==> src/hw/error_count_gate_timer_regs.vh <==
// Register offsets, field positions, reset values and counts of the error count gate timer.
`ifndef ERROR_COUNT_GATE_TIMER_REGS_VH
`define ERROR_COUNT_GATE_TIMER_REGS_VH

////////////////////////////////////////////////////////////////////////////////
// Register byte offsets.
`define ECG_CTRL_OFS 12'h000
`define ECG_ARM_OFS 12'h004
`define ECG_STATUS_OFS 12'h008
`define ECG_ELAPSED_OFS 12'h00C
`define ECG_TARGET_OFS 12'h010

////////////////////////////////////////////////////////////////////////////////
// Control register fields.
`define ECG_CTRL_PULSE_MODE 0
`define ECG_CTRL_GATE_LOW 1
`define ECG_CTRL_ARM_LOW 2
`define ECG_CTRL_PRESCALE 3
`define ECG_CTRL_SEL_LSB 4
`define ECG_CTRL_MULT_LSB 6
`define ECG_CTRL_WIDTH 8
// Gate active low, arm active high, selector 10^3, multiplier both halves on.
`define ECG_CTRL_RESET 8'hC2

////////////////////////////////////////////////////////////////////////////////
// Status register fields.
`define ECG_STAT_ACTIVE 0
`define ECG_STAT_LAMP 1
`define ECG_STAT_CMP 2

////////////////////////////////////////////////////////////////////////////////
// Window lengths in bit clock cycles.
`define ECG_CNT_W 24
`define ECG_BASE_0 24'h0003E8
`define ECG_BASE_1 24'h002710
`define ECG_BASE_2 24'h0186A0
`define ECG_BASE_3 24'h0F4240
`define ECG_MULT_X1 2'h3
`define ECG_MULT_X2 2'h2
`define ECG_MULT_X4 2'h1
`define ECG_MULT_X8 2'h0
`define ECG_PRESCALE_DIV 24'h00000C
`define ECG_TENTH_DIV 24'h00000A

`endif

==> src/hw/bit_comparator.v <==
// Exclusive-OR comparator of two data streams, optionally gated by the high phase of a clock.
`timescale 1ns/1ps

module bit_comparator (
  // Clock and reset
  input wire pclk,
  input wire presetn,
  // Streams and gating clock
  input wire stream_a,
  input wire stream_b,
  input wire gate_clk,
  // Mode: high selects pulse mode
  input wire pulse_mode,
  // Result
  output reg diff_q
);

  reg diff_d;

  // Without a gating clock the result follows the exclusive-OR at every edge.
  // In pulse mode the result passes only while the gating clock is high, so a
  // steady difference becomes one pulse per clock cycle.
  always @* begin
    if (pulse_mode) begin
      diff_d = (stream_a ^ stream_b) & gate_clk;
    end else begin
      diff_d = stream_a ^ stream_b;
    end
  end

  always @(posedge pclk or negedge presetn) begin
    if (!presetn) begin
      diff_q <= 1'b0;
    end else begin
      diff_q <= diff_d;
    end
  end

endmodule

==> src/hw/error_count_gate_timer.v <==
// Bit error counting helper: comparator plus retriggerable clock-counting gate, APB slave.
//
// Summary of operation
// - Without a comparator clock the output follows the exclusive-OR of both inputs.
// - In pulse mode the result passes only while the comparator clock is high.
// - The window stays active for the selected clock count after arming.
// - Normal mode selects one thousand up to one million cycles.
// - Normal mode needs both multiplier halves on and the plain prescale setting.
// - Extended mode multiplies the selected count by two, four or eight.
// - The divide-by-twelve prescale uses one twelfth of the count.
// - The window starts on a button press or on the arm input.
// - Arming during a window clears it at once and starts a full one.
// - The lamp is steady, flashes in the last tenth, and is off when idle.
// - Window output polarity is selectable; low is the default.
// - Arm input polarity is selectable; high is the default.
`timescale 1ns/1ps
`include "error_count_gate_timer_regs.vh"

module error_count_gate_timer #(
  parameter FLASH_BITS = 21
) (
  // APB clock and reset
  input wire pclk,
  input wire presetn,
  // APB slave
  input wire psel,
  input wire penable,
  input wire pwrite,
  input wire [11:0] paddr,
  input wire [31:0] pwdata,
  output reg [31:0] prdata,
  output reg pready,
  output reg pslverr,
  // Comparator
  input wire stream_a,
  input wire stream_b,
  input wire cmp_clk,
  output wire cmp_out,
  // Gate generator
  input wire gate_clk,
  input wire arm_input,
  output reg gate_out,
  output reg lamp_out
);

  ////////////////////////////////////////////////////////////////////////////
  // States of the gate generator.
  localparam [2:0] ST_IDLE = 3'b001;
  localparam [2:0] ST_CLEAR = 3'b010;
  localparam [2:0] ST_RUN = 3'b100;

  ////////////////////////////////////////////////////////////////////////////
  // Window length from selector, multiplier setting and prescale jumper.
  function [`ECG_CNT_W-1:0] window_length;
    input [1:0] sel;
    input [1:0] mult;
    input prescale;
    reg [`ECG_CNT_W-1:0] base;
    reg [`ECG_CNT_W-1:0] full;
    reg [`ECG_CNT_W-1:0] part;
    begin
      case (sel)
        2'h0: base = `ECG_BASE_0;
        2'h1: base = `ECG_BASE_1;
        2'h2: base = `ECG_BASE_2;
        default: base = `ECG_BASE_3;
      endcase
      case (mult)
        `ECG_MULT_X1: full = base;
        `ECG_MULT_X2: full = {base[`ECG_CNT_W-2:0], 1'b0};
        `ECG_MULT_X4: full = {base[`ECG_CNT_W-3:0], 2'b00};
        default: full = {base[`ECG_CNT_W-4:0], 3'b000};
      endcase
      part = full / `ECG_PRESCALE_DIV;
      if (prescale) begin
        window_length = part;
      end else begin
        window_length = full;
      end
    end
  endfunction

  ////////////////////////////////////////////////////////////////////////////
  // Registers.
  reg [`ECG_CTRL_WIDTH-1:0] ctrl_q;
  reg arm_press_q;
  reg [2:0] state_q;
  reg [2:0] state_d;
  reg [`ECG_CNT_W-1:0] elapsed_q;
  reg [`ECG_CNT_W-1:0] elapsed_d;
  reg [`ECG_CNT_W-1:0] target_q;
  reg [`ECG_CNT_W-1:0] target_d;
  reg [`ECG_CNT_W-1:0] tenth_q;
  reg [`ECG_CNT_W-1:0] tenth_d;
  reg [FLASH_BITS-1:0] flash_q;
  reg arm_s1_q;
  reg arm_s2_q;
  reg arm_prev_q;
  reg bclk_s1_q;
  reg bclk_s2_q;
  reg bclk_prev_q;

  wire pulse_mode = ctrl_q[`ECG_CTRL_PULSE_MODE];
  wire gate_low = ctrl_q[`ECG_CTRL_GATE_LOW];
  wire arm_low = ctrl_q[`ECG_CTRL_ARM_LOW];
  wire prescale = ctrl_q[`ECG_CTRL_PRESCALE];
  wire [1:0] count_sel = ctrl_q[`ECG_CTRL_SEL_LSB+1:`ECG_CTRL_SEL_LSB];
  wire [1:0] mult_set = ctrl_q[`ECG_CTRL_MULT_LSB+1:`ECG_CTRL_MULT_LSB];

  ////////////////////////////////////////////////////////////////////////////
  // Comparator.
  bit_comparator u_cmp (
    .pclk(pclk),
    .presetn(presetn),
    .stream_a(stream_a),
    .stream_b(stream_b),
    .gate_clk(cmp_clk),
    .pulse_mode(pulse_mode),
    .diff_q(cmp_out)
  );

  ////////////////////////////////////////////////////////////////////////////
  // Arm input and gate bit clock synchronisers.
  always @(posedge pclk or negedge presetn) begin
    if (!presetn) begin
      arm_s1_q <= 1'b0;
      arm_s2_q <= 1'b0;
      arm_prev_q <= 1'b0;
      bclk_s1_q <= 1'b0;
      bclk_s2_q <= 1'b0;
      bclk_prev_q <= 1'b0;
    end else begin
      arm_s1_q <= arm_input;
      arm_s2_q <= arm_s1_q;
      arm_prev_q <= arm_s2_q ^ arm_low;
      bclk_s1_q <= gate_clk;
      bclk_s2_q <= bclk_s1_q;
      bclk_prev_q <= bclk_s2_q;
    end
  end

  // Only the inactive-to-active transition arms, so a held input gives one window.
  wire arm_level = arm_s2_q ^ arm_low;
  wire arm_edge = arm_level & ~arm_prev_q;
  wire arm_event = arm_edge | arm_press_q;
  wire bclk_rise = bclk_s2_q & ~bclk_prev_q;

  ////////////////////////////////////////////////////////////////////////////
  // Gate generator state machine.
  always @* begin
    state_d = state_q;
    elapsed_d = elapsed_q;
    target_d = target_q;
    tenth_d = tenth_q;
    case (state_q)
      ST_IDLE: begin
        elapsed_d = {`ECG_CNT_W{1'b0}};
        // While idle the target follows the selection, so the length register shows the next window.
        target_d = window_length(count_sel, mult_set, prescale);
        tenth_d = window_length(count_sel, mult_set, prescale) / `ECG_TENTH_DIV;
        if (arm_event) begin
          state_d = ST_CLEAR;
        end
      end
      ST_CLEAR: begin
        // The window is inactive for this one cycle before a full new one.
        target_d = window_length(count_sel, mult_set, prescale);
        tenth_d = window_length(count_sel, mult_set, prescale) / `ECG_TENTH_DIV;
        elapsed_d = {`ECG_CNT_W{1'b0}};
        state_d = ST_RUN;
      end
      ST_RUN: begin
        if (arm_event) begin
          elapsed_d = {`ECG_CNT_W{1'b0}};
          state_d = ST_CLEAR;
        end else if (bclk_rise) begin
          if (elapsed_q + 24'h000001 >= target_q) begin
            elapsed_d = {`ECG_CNT_W{1'b0}};
            state_d = ST_IDLE;
          end else begin
            elapsed_d = elapsed_q + 24'h000001;
          end
        end
      end
      default: begin
        elapsed_d = {`ECG_CNT_W{1'b0}};
        state_d = ST_IDLE;
      end
    endcase
  end

  always @(posedge pclk or negedge presetn) begin
    if (!presetn) begin
      state_q <= ST_IDLE;
      elapsed_q <= {`ECG_CNT_W{1'b0}};
      target_q <= {`ECG_CNT_W{1'b0}};
      tenth_q <= {`ECG_CNT_W{1'b0}};
    end else begin
      state_q <= state_d;
      elapsed_q <= elapsed_d;
      target_q <= target_d;
      tenth_q <= tenth_d;
    end
  end

  ////////////////////////////////////////////////////////////////////////////
  // Window output and lamp.
  wire active_d = (state_d == ST_RUN);
  wire in_last_tenth = (target_d - elapsed_d) <= tenth_d;

  always @(posedge pclk or negedge presetn) begin
    if (!presetn) begin
      flash_q <= {FLASH_BITS{1'b0}};
      gate_out <= 1'b0;
      lamp_out <= 1'b0;
    end else begin
      flash_q <= flash_q + 1'b1;
      gate_out <= active_d ^ gate_low;
      if (!active_d) begin
        lamp_out <= 1'b0;
      end else if (in_last_tenth) begin
        lamp_out <= flash_q[FLASH_BITS-1];
      end else begin
        lamp_out <= 1'b1;
      end
    end
  end

  ////////////////////////////////////////////////////////////////////////////
  // APB slave: zero wait states, error on unmapped offsets.
  wire setup = psel & ~penable;
  wire access = psel & penable & pready;
  wire mapped = (paddr == `ECG_CTRL_OFS) | (paddr == `ECG_ARM_OFS) |
                (paddr == `ECG_STATUS_OFS) | (paddr == `ECG_ELAPSED_OFS) |
                (paddr == `ECG_TARGET_OFS);

  reg [31:0] rdata_d;

  always @* begin
    rdata_d = 32'h00000000;
    case (paddr)
      `ECG_CTRL_OFS: rdata_d = {24'h000000, ctrl_q};
      `ECG_STATUS_OFS: rdata_d = {29'h00000000, cmp_out, lamp_out, state_q == ST_RUN};
      `ECG_ELAPSED_OFS: rdata_d = {8'h00, elapsed_q};
      `ECG_TARGET_OFS: rdata_d = {8'h00, target_q};
      default: rdata_d = 32'h00000000;
    endcase
  end

  always @(posedge pclk or negedge presetn) begin
    if (!presetn) begin
      ctrl_q <= `ECG_CTRL_RESET;
      arm_press_q <= 1'b0;
      pready <= 1'b0;
      pslverr <= 1'b0;
      prdata <= 32'h00000000;
    end else begin
      pready <= setup;
      pslverr <= setup & ~mapped;
      arm_press_q <= 1'b0;
      if (setup && !pwrite) begin
        prdata <= rdata_d;
      end
      if (access && pwrite) begin
        if (paddr == `ECG_CTRL_OFS) begin
          ctrl_q <= pwdata[`ECG_CTRL_WIDTH-1:0];
        end
        if (paddr == `ECG_ARM_OFS) begin
          arm_press_q <= pwdata[0];
        end
      end
    end
  end

endmodule

==> config.mk <==
export PLATFORM = sky130hd
export DESIGN_NAME = error_count_gate_timer
export DESIGN_NICKNAME = d
export VERILOG_FILES = /design/src/hw/bit_comparator.v /design/src/hw/error_count_gate_timer.v
export VERILOG_INCLUDE_DIRS = /design/src /design/src/hw
export SDC_FILE = /design/constraint.sdc
export NUM_CORES = 1
export LEC_CHECK = 0
export ABC_AREA = 1
export BUFFER_PORTS_ARGS = -buffer_cell sky130_fd_sc_hd__buf_2
export CAP_MARGIN = 20
export CORE_ASPECT_RATIO = 0.5
export CORE_MARGIN = 1
export CORE_UTILIZATION = 25
export DETAILED_ROUTE_END_ITERATION = 8
export GPL_ROUTABILITY_DRIVEN = 0
export PLACE_DENSITY_LB_ADDON = 0.15
export SYNTH_ARGS = -nofsm -noshare
export SYNTH_HDL_FRONTEND = slang
export SYNTH_HIERARCHICAL = 1
export SYNTH_SLANG_ARGS = --single-unit
==> constraint.sdc <==
create_clock -name pclk -period 9.2 [get_ports pclk]
set_input_delay 0.46 -clock pclk [delete_from_list [all_inputs] [get_ports pclk]]
set_output_delay 0.46 -clock pclk [all_outputs]
set_load 0.02 [all_outputs]
# After elaboration in Yosys (flattened, before gate mapping)
# Index checks and enable logic that the tools add are counted.
# Widths: inputs -> output; s select.
# op_classes
add_sub_neg	3
div	4
n_lt_le_gt_ge	2
eq_ne	13
n_mux	25
n_bitwise	19
n_reduce_logical	6
# ops
operator	n
$mux 24	10
$div 24x4->24 const B	4
$pmux 24 s2	2
$pmux 24 s4	1
$pmux 24 s3	1
$pmux 20 s3	1
$add 24x1->24 const B	1
$eq 12x4->1 const B	2
$ge 24x24->1	1
$le 24x24->1	1
$sub 24x24->24	1
$add 21x1->21 const B	1
$eq 12x3->1 const B	1
$eq 12x5->1 const B	1
$logic_not 12->1	1
$mux 3	4
$pmux 3 s3	1
$and 1x1->1	7
$eq 2x2->1 const B	3
$eq 3x3->1 const B	2
$mux 1	5
$or 1x1->1	5
$eq 2x1->1 const B	2
$not 1->1	4
7 further kinds	10
# word_totals
ff_bits	148
input_bits	54
output_inout_bits	37
elab_cells	91

# Depth between registers and ports, before layout
# Gate-level depths: netlist of the first run.
# depth
ltp_word	12
ltp_mapped	109
mapped_depth_nobuf	109

# Modules after synthesis
# The synthesis of the first run kept the hierarchy.
# modules_own_cells
mod	n_inst	cells_per_inst	area_each_um2	seq_area_each_um2
error_count_gate_timer	1	1552	11099.4	3483.3
bit_comparator	1	10	61.3	25.0

# Worst setup path after synthesis of the first run
# No wires, ideal clock.
# synth_path
path_type	reg2reg
from	reg ctrl_q[4]
to	reg lamp_out
arrival_time_ns	10.060
required_ns	9.123
path_slack_ns	-0.938
path_stages_with_launch	101
cell_sequence	dfrtp_1 ha_1 buf_4 nand2_1 nand3_1 nand2_1 nand2_1 inv_1 nand2_1 and2_1 nand2_1 nand2_1 nand2_1 inv_2 nor2_2 nand2_1 a21oi_1 nor2_1 [... 65 more ...] nand3_1 nand2_1 nand3_1 nand2_1 nand3_1 nand2_1 a21oi_1 nor2_1 nor2_1 xor2_1 xor2_1 ha_1 nand4_1 nor4_1 inv_1 o311ai_0 a21oi_1 a21oi_1
# synth_via
word_cells_on_any_way	21
# synth_rtl
element	line_no	text
start, declared	error_count_gate_timer.v:85	reg [`ECG_CTRL_WIDTH-1:0] ctrl_q;
start signal, assigned	error_count_gate_timer.v:252	ctrl_q <= `ECG_CTRL_RESET;
start signal, assigned	error_count_gate_timer.v:266	ctrl_q <= pwdata[`ECG_CTRL_WIDTH-1:0];
$eq 2x2->1 (tied with other cells)	error_count_gate_timer.v:62	case (sel)
$pmux 20 s3 (*)	error_count_gate_timer.v:62	
$pmux 24 s3 (*)	error_count_gate_timer.v:68	case (mult)
$mux 24	error_count_gate_timer.v:155	case (state_q)
$div 24x4->24 (no line)	n/a	
$mux 24	error_count_gate_timer.v:75	if (prescale) begin
$pmux 24 s2 (*)	error_count_gate_timer.v:155	
via target_d[1]	error_count_gate_timer.v:92	reg [`ECG_CNT_W-1:0] target_d;
$sub 24x24->24 (*)	error_count_gate_timer.v:209	wire in_last_tenth = (target_d - elapsed_d) <= tenth_d;
$le 24x24->1 (*)	error_count_gate_timer.v:209	
$mux 1 (*)	error_count_gate_timer.v:221	end else if (in_last_tenth) begin
$mux 1 (*)	error_count_gate_timer.v:219	if (!active_d) begin
end signal, assigned	error_count_gate_timer.v:222	lamp_out <= flash_q[FLASH_BITS-1];
end, declared	error_count_gate_timer.v:43	output reg lamp_out
# The timed path passes the listed nets; every way through them passes the cells marked *. The select of a mux whose other input is x is not followed.
# A chain may end at the register's enable or synchronous reset.

# Worst setup path in the final report of the first run
# layout_path
from	reg ctrl_q[6]
to	reg lamp_out
# layout_via
word_cells_on_any_way	20
# layout_rtl
element	line_no
$eq 2x1->1 / $eq 2x2->1 (equally long branches)	error_count_gate_timer.v:68
$pmux 24 s3 (*)	error_count_gate_timer.v:68
$mux 24	error_count_gate_timer.v:155
$div 24x4->24 (no line)	n/a
$mux 24	error_count_gate_timer.v:75
$pmux 24 s2 (*)	error_count_gate_timer.v:155
via target_d[7]	error_count_gate_timer.v:92
$sub 24x24->24 (*)	error_count_gate_timer.v:209
$le 24x24->1 (*)	error_count_gate_timer.v:209
$mux 1 (*)	error_count_gate_timer.v:221
$mux 1 (*)	error_count_gate_timer.v:219
# Marks and branches as above.

==> metrics.md, run 1 <==
| Metric | Value |
|---|---|
| Area growth, synth to finish | 33.2% |
| CP arrival | 11.03 ns |
| Via count | 10.8k |
| Initial Util | 25.5% |
| Worst Hold Class | in -> async |
| Final setup TNS | -1.59 ns |
| ANT cells | 0 |
| Die Wd | 301 um |
| Slew headroom | 27.1% |
| IO Pins | 91 |
| Top-area cell type share of the netlist area | 30.5% |
| Multi-input logic area | 6920 um2 |
| Tcrit/Tclk final | 116% |
| Slew @ Worst Pin | 1.09 ns |
| Drt initial violations | 506 |
| Synth Area in Compound Gates | 15.1% |
| Internal reg-to-reg setup slack | -1.46 ns |
| Maximum clock rate | 93.8 MHz |
| Asr flop ratio synth | 100% |
| Max Slew Vio Count | 0 |
| CP max stage delay | 0.65 ns |
| PortBufs | 58 |
| Largest family of logic cells by synthesized area | simple AND/OR/NAND/NOR gates |
| Layout cells sized above 1 | 30.7% |
| Yosys cell types | 59 |
| GR Overflow Total | 0 |
| Syn Area/Cell | 7.15 um2 |
| Wire per inst | 14.5 um |
| CP Data Required Time | 9.57 ns |
| Max VDD drop | 0.000144 V |
| Final worst slack | -1.46 ns |
| Adder-Cell Fraction of Synth Area | 9.15% |
| Max Cap Viol | 0 |
| Reg2Reg Depth | 88 |
| Largest net degree at the start of global routing | 88 |
| Reg2reg start | ctrl_q[6] |
| CP Max Fanout | 5 |
| Pre-CTS setup slack | -1.53 ns |
| Post-DP HPWL | 26.5 mm |
| Number of CTS-inserted buffers | 17 |
| Final setup viols | 2 |
| Tmin final | 10.66 ns |
| Drt pass-1 iters | 5 |
| Mux cell area share after synthesis | 0.303% |
| Post-synth EDFFs | 0 |
| XOR/XNOR Fraction of Synth Area | 4.39% |
| Synth Area in Simple Gates | 28.3% |
| Final Hold Viols | 0 |
| Ranking of synthesized cells by area | dfrtp_1 (30%), nand2_1 (11%), ha_1 (9.0%) |
| Final wirelength | 35.2 mm |
| DRC viols | 0 |
| Seq/Total Area, Yosys | 31.4% |
| Root Buffer | clkbuf_16 |
| Unrepaired setup endpoints after global routing | true |
| R2r endpoint | lamp_out |
| Clk slew on worst S/H paths | 0.07 ns |
| # clock sinks | 140 |
| Crit-path slowest cell | dfstp_2 |
| H-tree depth | 4 |
| Status | finished, violations left |
| Vias per cell | 4.44 |
| Main synth FF type | dfrtp_1 |
| GRT Overall Usage | 15.5% |
| Leading area contributor after synthesis | dfrtp_1 |
| Static Leak | 7.73 nW |
| Fin util | 34.0% |
| Initial antenna violation count | 1 |
| # nets final | 1968 |
| Post-route ant nets | 0 |
| Worst skew pair latency | 0.45 ns |
| Row cnt | 54 |
| Most common cell on crit path | buf_4 |
| First-pass GRT wire length | 54.8 mm |
| Deepest clock path buffer count | 2 |
| Area of the die | 45500 um2 |
| Failing checks | negative setup slack |
| Die Y | 151 um |
| Vias in the first global route | 10.2k |
| Core region area | 43800 um2 |
| Cells after synthesis | 1562 |
| Register area | 3510 um2 |
| #FFs+latches synth | 140 |
| PwrDens | 227 nW/um2 |
| Total power | 3.38 mW |
| CP Launch Type | flip-flop |
| Finished Layout Cells | 2434 |
| Mapped Area | 11200 um2 |
| Post-placement cell count | 2324 |
| Endpoint type of the worst setup path | flip-flop |
| Ys Warns | 6 |
| Fillers | 4735 |
| Skew final | 0.0102 ns |
| CTS tree | done |
| CP Class | reg -> reg |
worst max path at each step:
stage	start	end	depth (start not counted)
finish	ctrl_q[6]	lamp_out	88
detailed placement	ctrl_q[4]	lamp_out	105
floorplan	ctrl_q[6]	lamp_out	106
global placement	ctrl_q[7]	lamp_out	100
CTS	ctrl_q[6]	lamp_out	106
global route	ctrl_q[6]	lamp_out	101
area by class of cell:
class	instances	share of cell area [%]
tap	588	4.95
multi-input combinational	1105	46.5
clock buffer	17	2.86
sequential	140	23.6
clock inverter	15	1.14
inverter	285	7.26
timing repair buffer	284	13.6
logic make-up after synthesis:
family / after synthesis
simple gates: 675
flops: 140
fa+ha+maj: 81
buf+inv: 324
mux: 3
other cells: 1
xor+xnor: 56
compound gates: 282
report_power, final:
group          switching, mW  total, mW  internal (mW)  leakage, nW
clock                  0.333      0.720          0.387        0.296
sequential            0.0265      0.710          0.684         1.83
combinational           1.14       1.95          0.814         5.61
state kept, by name, indices dropped and copies added, names as in the netlist, 3 cells and up:
name and cells:
tenth_q 24, ctrl_q 8, target_q 24, elapsed_q 24
flash_q 21, prdata 24, state_q 3
metal layers:
layer  routed length (um)  up-vias  global-route usage, %
li1                     -     5637                      -
met1                18200     4996                   21.9
met2                15200      150                   24.3
met3                 1160       34                   2.31
met4                  601        0                   4.54
met5                    0        -                      0
Yosys cell counts, types with 5 or more instances:
cell,n
a211oi_1,6
a21oi_1,82
a22o_1,16
buf_4,10
clkbuf_1,26
dfrtp_1,136
ha_1,80
inv_1,259
inv_2,25
nand2_1,333
nand2_2,36
nand2_4,8
nand3_1,106
nand3_2,19
nand3b_1,5
nand4_1,25
nor2_1,94
nor3_1,17
nor4_1,12
o21a_1,16
o21ai_0,89
o21ai_1,17
o21ai_2,5
o22ai_1,24
or2_2,7
xnor2_1,11
xor2_1,45
metrics by stage:
step	hold WS (ns)	area (um2)
final	0.0465	14900
after global routing	0.0970	14900
after CTS	0.0951	14300
after detailed placement	0.335	13200
after global placement	0.337	13200
after floorplan	0.164	11200
worst max-delay path, delay by kind of cell, from the launching register on:
family	cells	cell delay, ns
adder cells (fa/ha/maj)	2	0.52
buffers and inverters	26	2.98
AO/OA/AOI/OAI	16	2.35
flip-flops	1	0.65
XOR/XNOR	2	0.29
AND/OR/NAND/NOR	42	3.81
placed cells by master (no fill, tap or decap), types with 7 or more instances in the layout:
cell type,count
or2_2,7
a22o_1,16
xor2_1,45
nand2_2,86
inv_1,248
inv_2,33
nand2_4,18
o21ai_0,81
ha_1,74
nand2_1,273
o22ai_1,24
a21oi_1,73
nor2_1,84
o21ai_2,14
xnor2_1,11
nor3_1,17
o21ai_1,14
buf_2,57
nand3_1,94
nor4_1,10
buf_4,222
nand4_1,25
nor2_2,12
dfrtp_1,134
a21oi_2,9
o21a_1,16
nand3_2,28
conb_1,8
clkbuf_16,17
repair_timing:
item	CTS	global route
hold buffers	0	0
endpoints found under the hold margin	0	0
buffers inserted	54	23
pin swaps	30	82
endpoints found under the setup margin	1	5
resized for setup	28	111
(Power assumes the default switching activity.)
==> run 2, diff against run 1 <==
CORE_MARGIN = 2   (was 1)
==> metrics.md, run 2 (same netlist as run 1, synthesis figures left out) <==
| Metric | Value |
|---|---|
| Status | finished, violations left |
| Failing checks | negative setup slack |
| CP max stage delay | 0.48 ns |
| Most common cell after layout, fill and taps aside | nand2_1 |
| CTS tree | done |
| Drt initial violations | 722 |
| Max VDD drop | 0.000166 V |
| Worst skew pair latency | 0.45 ns |
| Layout cells sized above 1 | 32.5% |
| H-tree depth | 4 |
| Clock power share | 22.7% |
| PortBufs | 58 |
| Root Buffer | clkbuf_16 |
| GR Overflow Total | 0 |
| PwrDens | 224 nW/um2 |
| Initial antenna violation count | 3 |
| Final setup viols | 3 |
| First-pass GRT wire length | 56.9 mm |
| Row cnt | 54 |
| Final setup TNS | -1.75 ns |
| ANT cells | 0 |
| Die Wd | 303 um |
| Static Leak | 7.86 nW |
| Slew headroom | 32.1% |
| Skew final | 0.0145 ns |
| CP Launch Type | flip-flop |
| Maximum clock rate | 92.9 MHz |
| Internal reg-to-reg setup slack | -1.57 ns |
| Final wirelength | 35.8 mm |
| Post-placement cell count | 2329 |
| Switch share | 43.6% |
| Tcrit/Tclk final | 117% |
| # nets final | 1983 |
| CP Data Required Time | 9.56 ns |
| Area growth, synth to finish | 36.8% |
| Vias in the first global route | 10.7k |
| Flop pwr share | 20.7% |
| Post-route ant nets | 0 |
| Fillers | 4742 |
| Die Y | 153 um |
| Top delay family on crit path | buffers and inverters |
| Slew @ Worst Pin | 1.02 ns |
| Final Hold Viols | 0 |
| Worst Hold Class | in -> async |
| Sw Pwr | 1.49 mW |
| CP arrival | 11.13 ns |
| Core region area | 43800 um2 |
| DRC viols | 0 |
| Endpoint type of the worst setup path | flip-flop |
| Via count | 10.9k |
| Reg2Reg Depth | 87 |
| Unrepaired setup endpoints after global routing | true |
| Vias per cell | 4.45 |
| Max Cap Viol | 0 |
| Post-DP HPWL | 26.7 mm |
| Logic pwr share | 56.6% |
| CP Class | reg -> reg |
| GRT Overall Usage | 15.5% |
| Area of the die | 46500 um2 |
| R2r endpoint | lamp_out |
| Finished Layout Cells | 2449 |
| Tmin final | 10.77 ns |
| Crit-path slowest cell | dfrtp_2 |
| Most common cell on crit path | buf_4 |
| Most frequent cells in the layout | nand2_1 (261), inv_1 (246), buf_4 (236) |
| CTS Hold Bufs | 0 |
| Max Slew Vio Count | 0 |
| CP Max Fanout | 6 |
| # clock sinks | 140 |
| Largest net degree at the start of global routing | 81 |
| Final worst slack | -1.57 ns |
| Number of CTS-inserted buffers | 17 |
| Clk slew on worst S/H paths | 0.07 ns |
| IO Pins | 91 |
| P_int | 1.93 mW |
| Initial Util | 25.5% |
| Drt pass-1 iters | 5 |
| Deepest clock path buffer count | 2 |
| CP bufs+invs | 30 |
| Wire per inst | 14.6 um |
| Reg2reg start | ctrl_q[5] |
run 2: worst reg2reg max path: cells and delay by family (launching register included):
family          cells  cell delay [ns]
buf+inv            30             3.56
simple gates       38             3.53
compound gates     14             2.12
fa+ha+maj           3             0.77
flops               1             0.48
xor+xnor            2             0.29
run 2: worst max path at each step:
stage | start | end | slack (ns) | cells past startpoint
5_1_grt | ctrl_q[6] | lamp_out | -2.36 | 105
3_5_place_dp | ctrl_q[4] | lamp_out | -1.65 | 107
4_1_cts | ctrl_q[4] | lamp_out | -1.33 | 107
6_report | ctrl_q[5] | lamp_out | -1.57 | 87
2_1_floorplan | ctrl_q[6] | lamp_out | -0.66 | 106
3_3_place_gp | ctrl_q[4] | lamp_out | -1.37 | 107
run 2: layer usage:
layer | vias to the layer above | global-route usage (%) | wire (um)
met5 | - | 0 | 0
met4 | 0 | 3.21 | 429
met3 | 30 | 2.33 | 1090
met2 | 139 | 23.9 | 15900
met1 | 5064 | 22.8 | 18400
li1 | 5663 | - | -
run 2: power groups by stage:
| stage | combinational (mW) | sequential (mW) | clock, mW |
|---|---|---|---|
| after CTS | 1.75 | 0.708 | 0.798 |
| after floorplan | 1.22 | 0.714 | 0 |
| after global placement | 1.73 | 0.719 | 0 |
| after global routing | 2.20 | 0.715 | 0.827 |
| after detailed placement | 1.72 | 0.720 | 0 |
| final | 1.94 | 0.708 | 0.776 |
run 2: area by class of cell:
class                           instances  area (um2)  area share, %
Clock inverter                         15         220           1.44
Sequential cell                       140        3510           23.0
Timing Repair Buffer                  299        2140           14.0
Tap cell                              588         736           4.82
Clock buffer                           17         425           2.79
Inverter                              285        1080           7.09
Multi-Input combinational cell       1105        7160           46.9
run 2: stage by stage:
step           utilization, %  total power, mW  worst slack, ns  hold slack [ns]  area, um2
2_1_floorplan               -             1.93           -0.658            0.164      11200
3_3_place_gp             30.3             2.45            -1.37            0.336      13300
3_5_place_dp             30.3             2.44            -1.65            0.338      13300
4_1_cts                  32.8             3.25            -1.33           0.0723      14400
5_1_grt                  34.9             3.74            -2.36           0.0964      15300
6_report                 34.9             3.42            -1.57           0.0282      15300
run 2: repair_timing:
item	4_1_cts	5_1_grt
buffers inserted	51	35
gates resized for setup	24	172
pin swaps	22	106
setup endpoints to repair	1	6
==> run 3, diff against run 2 <==
ABC_AREA = default   (was 1)
GPL_ROUTABILITY_DRIVEN = default   (was 0)
clock period = 13 ns   (was 9.2 ns; I/O delays follow)
==> metrics.md, run 3 <==
| Metric | Value |
|---|---|
| ANT cells | 0 |
| Slew headroom | 33.5% |
| Tcrit/Tclk final | 90.0% |
| Routability cong. | 0.795 |
| Skew final | 0.0184 ns |
| Max Slew Vio Count | 0 |
| CTS tree | done |
| Die Wd | 322 um |
| H-tree depth | 4 |
| Mapped Area | 12700 um2 |
| Worst skew pair latency | 0.45 ns |
| Row cnt | 58 |
| Max VDD drop | 0.0000861 V |
| Number of CTS-inserted buffers | 17 |
| Total power | 1.26 mW |
| Post-route ant nets | 0 |
| Initial Util | 25.2% |
| Final setup TNS | 0 ns |
| Vias per cell | 4.94 |
| Clk slew on worst S/H paths | 0.08 ns |
| Hold slack | 0.0783 ns |
| Area growth, synth to finish | 13.3% |
| CP Launch Type | flip-flop |
| Top-area cell type share of the netlist area | 26.9% |
| CP arrival | 12.03 ns |
| DRC viols | 0 |
| IO Pins | 91 |
| Worst Hold Class | in -> async |
| Seq/Total Area, Yosys | 27.7% |
| Wire per inst | 17.1 um |
| Yosys cell types | 113 |
| Area of the die | 52600 um2 |
| Most common cell on crit path | o21ai_0 |
| Tmin final | 11.70 ns |
| Final Hold Viols | 0 |
| Maximum clock rate | 85.4 MHz |
| Layout cells sized above 1 | 12.6% |
| Ys Warns | 6 |
| Post-synth EDFFs | 0 |
| Initial antenna violation count | 0 |
| CTS Hold Bufs | 0 |
| Via count | 11.4k |
| Root Buffer | clkbuf_16 |
| Pre-CTS setup slack | 0.707 ns |
| Status | finished, final reports clean |
| Leading area contributor after synthesis | dfrtp_1 |
| Post-DP HPWL | 29.2 mm |
| Critical path launch point | ctrl_q[4] |
| Drt pass-1 iters | 6 |
| Most frequent cells in the layout | nand2_1 (178), dfrtp_1 (133), o21ai_0 (117) |
| Main synth FF type | dfrtp_1 |
| Core region area | 50100 um2 |
| Finished Layout Cells | 2304 |
| Vias in the first global route | 11.0k |
| Max Cap Viol | 0 |
| Ranking of synthesized cells by area | dfrtp_1 (27%), ha_1 (7.9%), nand2_1 (5.3%) |
| CP Data Required Time | 13.32 ns |
| Largest net degree at the start of global routing | 69 |
| Asr flop ratio synth | 100% |
| Post-synth top cells | nand2_1 (179), dfrtp_1 (136), nor2_1 (117), o21ai_0 (117), inv_1 (102) |
| Crit-path slowest cell | or4b_1 |
| Cells after synthesis | 1578 |
| Syn Area/Cell | 8.02 um2 |
| Final worst slack | 1.30 ns |
| Reg2reg start | ctrl_q[4] |
| #FFs+latches synth | 140 |
| # clock sinks | 140 |
| Static Leak | 6.36 nW |
| Post-placement cell count | 2270 |
| Count leader, synth | nand2_1 |
| CP max stage delay | 0.61 ns |
| PortBufs | 58 |
| GR Overflow Total | 0 |
| Die Y | 163 um |
| Most common cell after layout, fill and taps aside | nand2_1 |
| Final setup viols | 0 |
| Deepest clock path buffer count | 2 |
| Endpoint type of the worst setup path | flip-flop |
| Slew @ Worst Pin | 0.995 ns |
| CP Class | reg -> reg |
| CP Max Fanout | 8 |
| GRT Overall Usage | 15.2% |
| # nets final | 1736 |
| PwrDens | 88.0 nW/um2 |
| Drt initial violations | 814 |
| Final wirelength | 39.4 mm |
| First-pass GRT wire length | 63.1 mm |
run 3: cell count changes after synthesis, moves of 24 or more:
cell      before  now
inv_1        259  102
nand2_1      333  179
nand3_1      106   38
xnor2_1       11   56
nand2_2       36    0
clkbuf_1      26   57
o21ai_0       89  117
or3_1          1   27
inv_2         25    1
run 3: stage by stage:
step / area [um2] / utilization (%)
floorplan: 12700 / -
global placement: 13600 / 27.2
detailed placement: 13600 / 27.2
CTS: 14300 / 28.4
global route: 14300 / 28.6
finish: 14300 / 28.6
run 3: area by class of cell:
cell class              instances  area, um2
clock inverters                14        198
fillers                      5437      35800
flip-flops and latches        140       3510
inverters                     103        387
repair buffers                 89        529
clock buffers                  18        439
well taps                     690        863
multi-input cells            1250       8420
run 3: final timing paths:
path,slack (ns),depth (start not counted),endpoint
max,1.30,56,lamp_out
min,0.08,1,ctrl_q[3]
max reg2reg,1.30,56,lamp_out
min reg2reg,0.34,0,arm_s2_q
max in group asynchronous,11.15,3,elapsed_q[7]
min in group pclk,0.31,1,bclk_s1_q
run 3: cell families after synthesis:
kind of cell / count (synthesis) / share of synthesized area [%]
AOI/OAI and AO/OA: 477 / 25.9
xor gates and xnor gates: 101 / 7.05
adders and majority gates: 85 / 8.40
buffers and inverters: 195 / 6.66
DFF: 140 / 27.7
muxes: 26 / 2.17
other: 1 / 0.0296
and+or+nand+nor: 553 / 22.1
run 3: critical path, delay by kind of cell, from the launching register on:
kind | cells | cell delay, ns
compound gates | 34 | 7.10
simple gates | 14 | 2.18
fa+ha+maj | 4 | 1.14
flops | 1 | 0.48
buf+inv | 2 | 0.35
xor+xnor | 2 | 0.34
run 3: metal layers:
layer,track usage [%],wire (um),vias to the layer above
met1,22.9,21000,5363
met2,22.5,16500,218
li1,-,-,5763
met5,0,0,-
met3,2.37,1480,28
met4,3.14,393,0
run 3: what timing repair did:
| item | in CTS | in global routing |
|---|---|---|
| setup endpoints to repair | 0 | 1 |
| resized for setup | 0 | 16 |
| buffers inserted | 0 | 2 |
run 3: where the power goes:
group,total (mW),internal [mW],switching [mW],leakage (nW)
sequential,0.461,0.450,0.0108,1.83
combinational,0.240,0.0942,0.146,4.21
clock,0.562,0.317,0.245,0.312
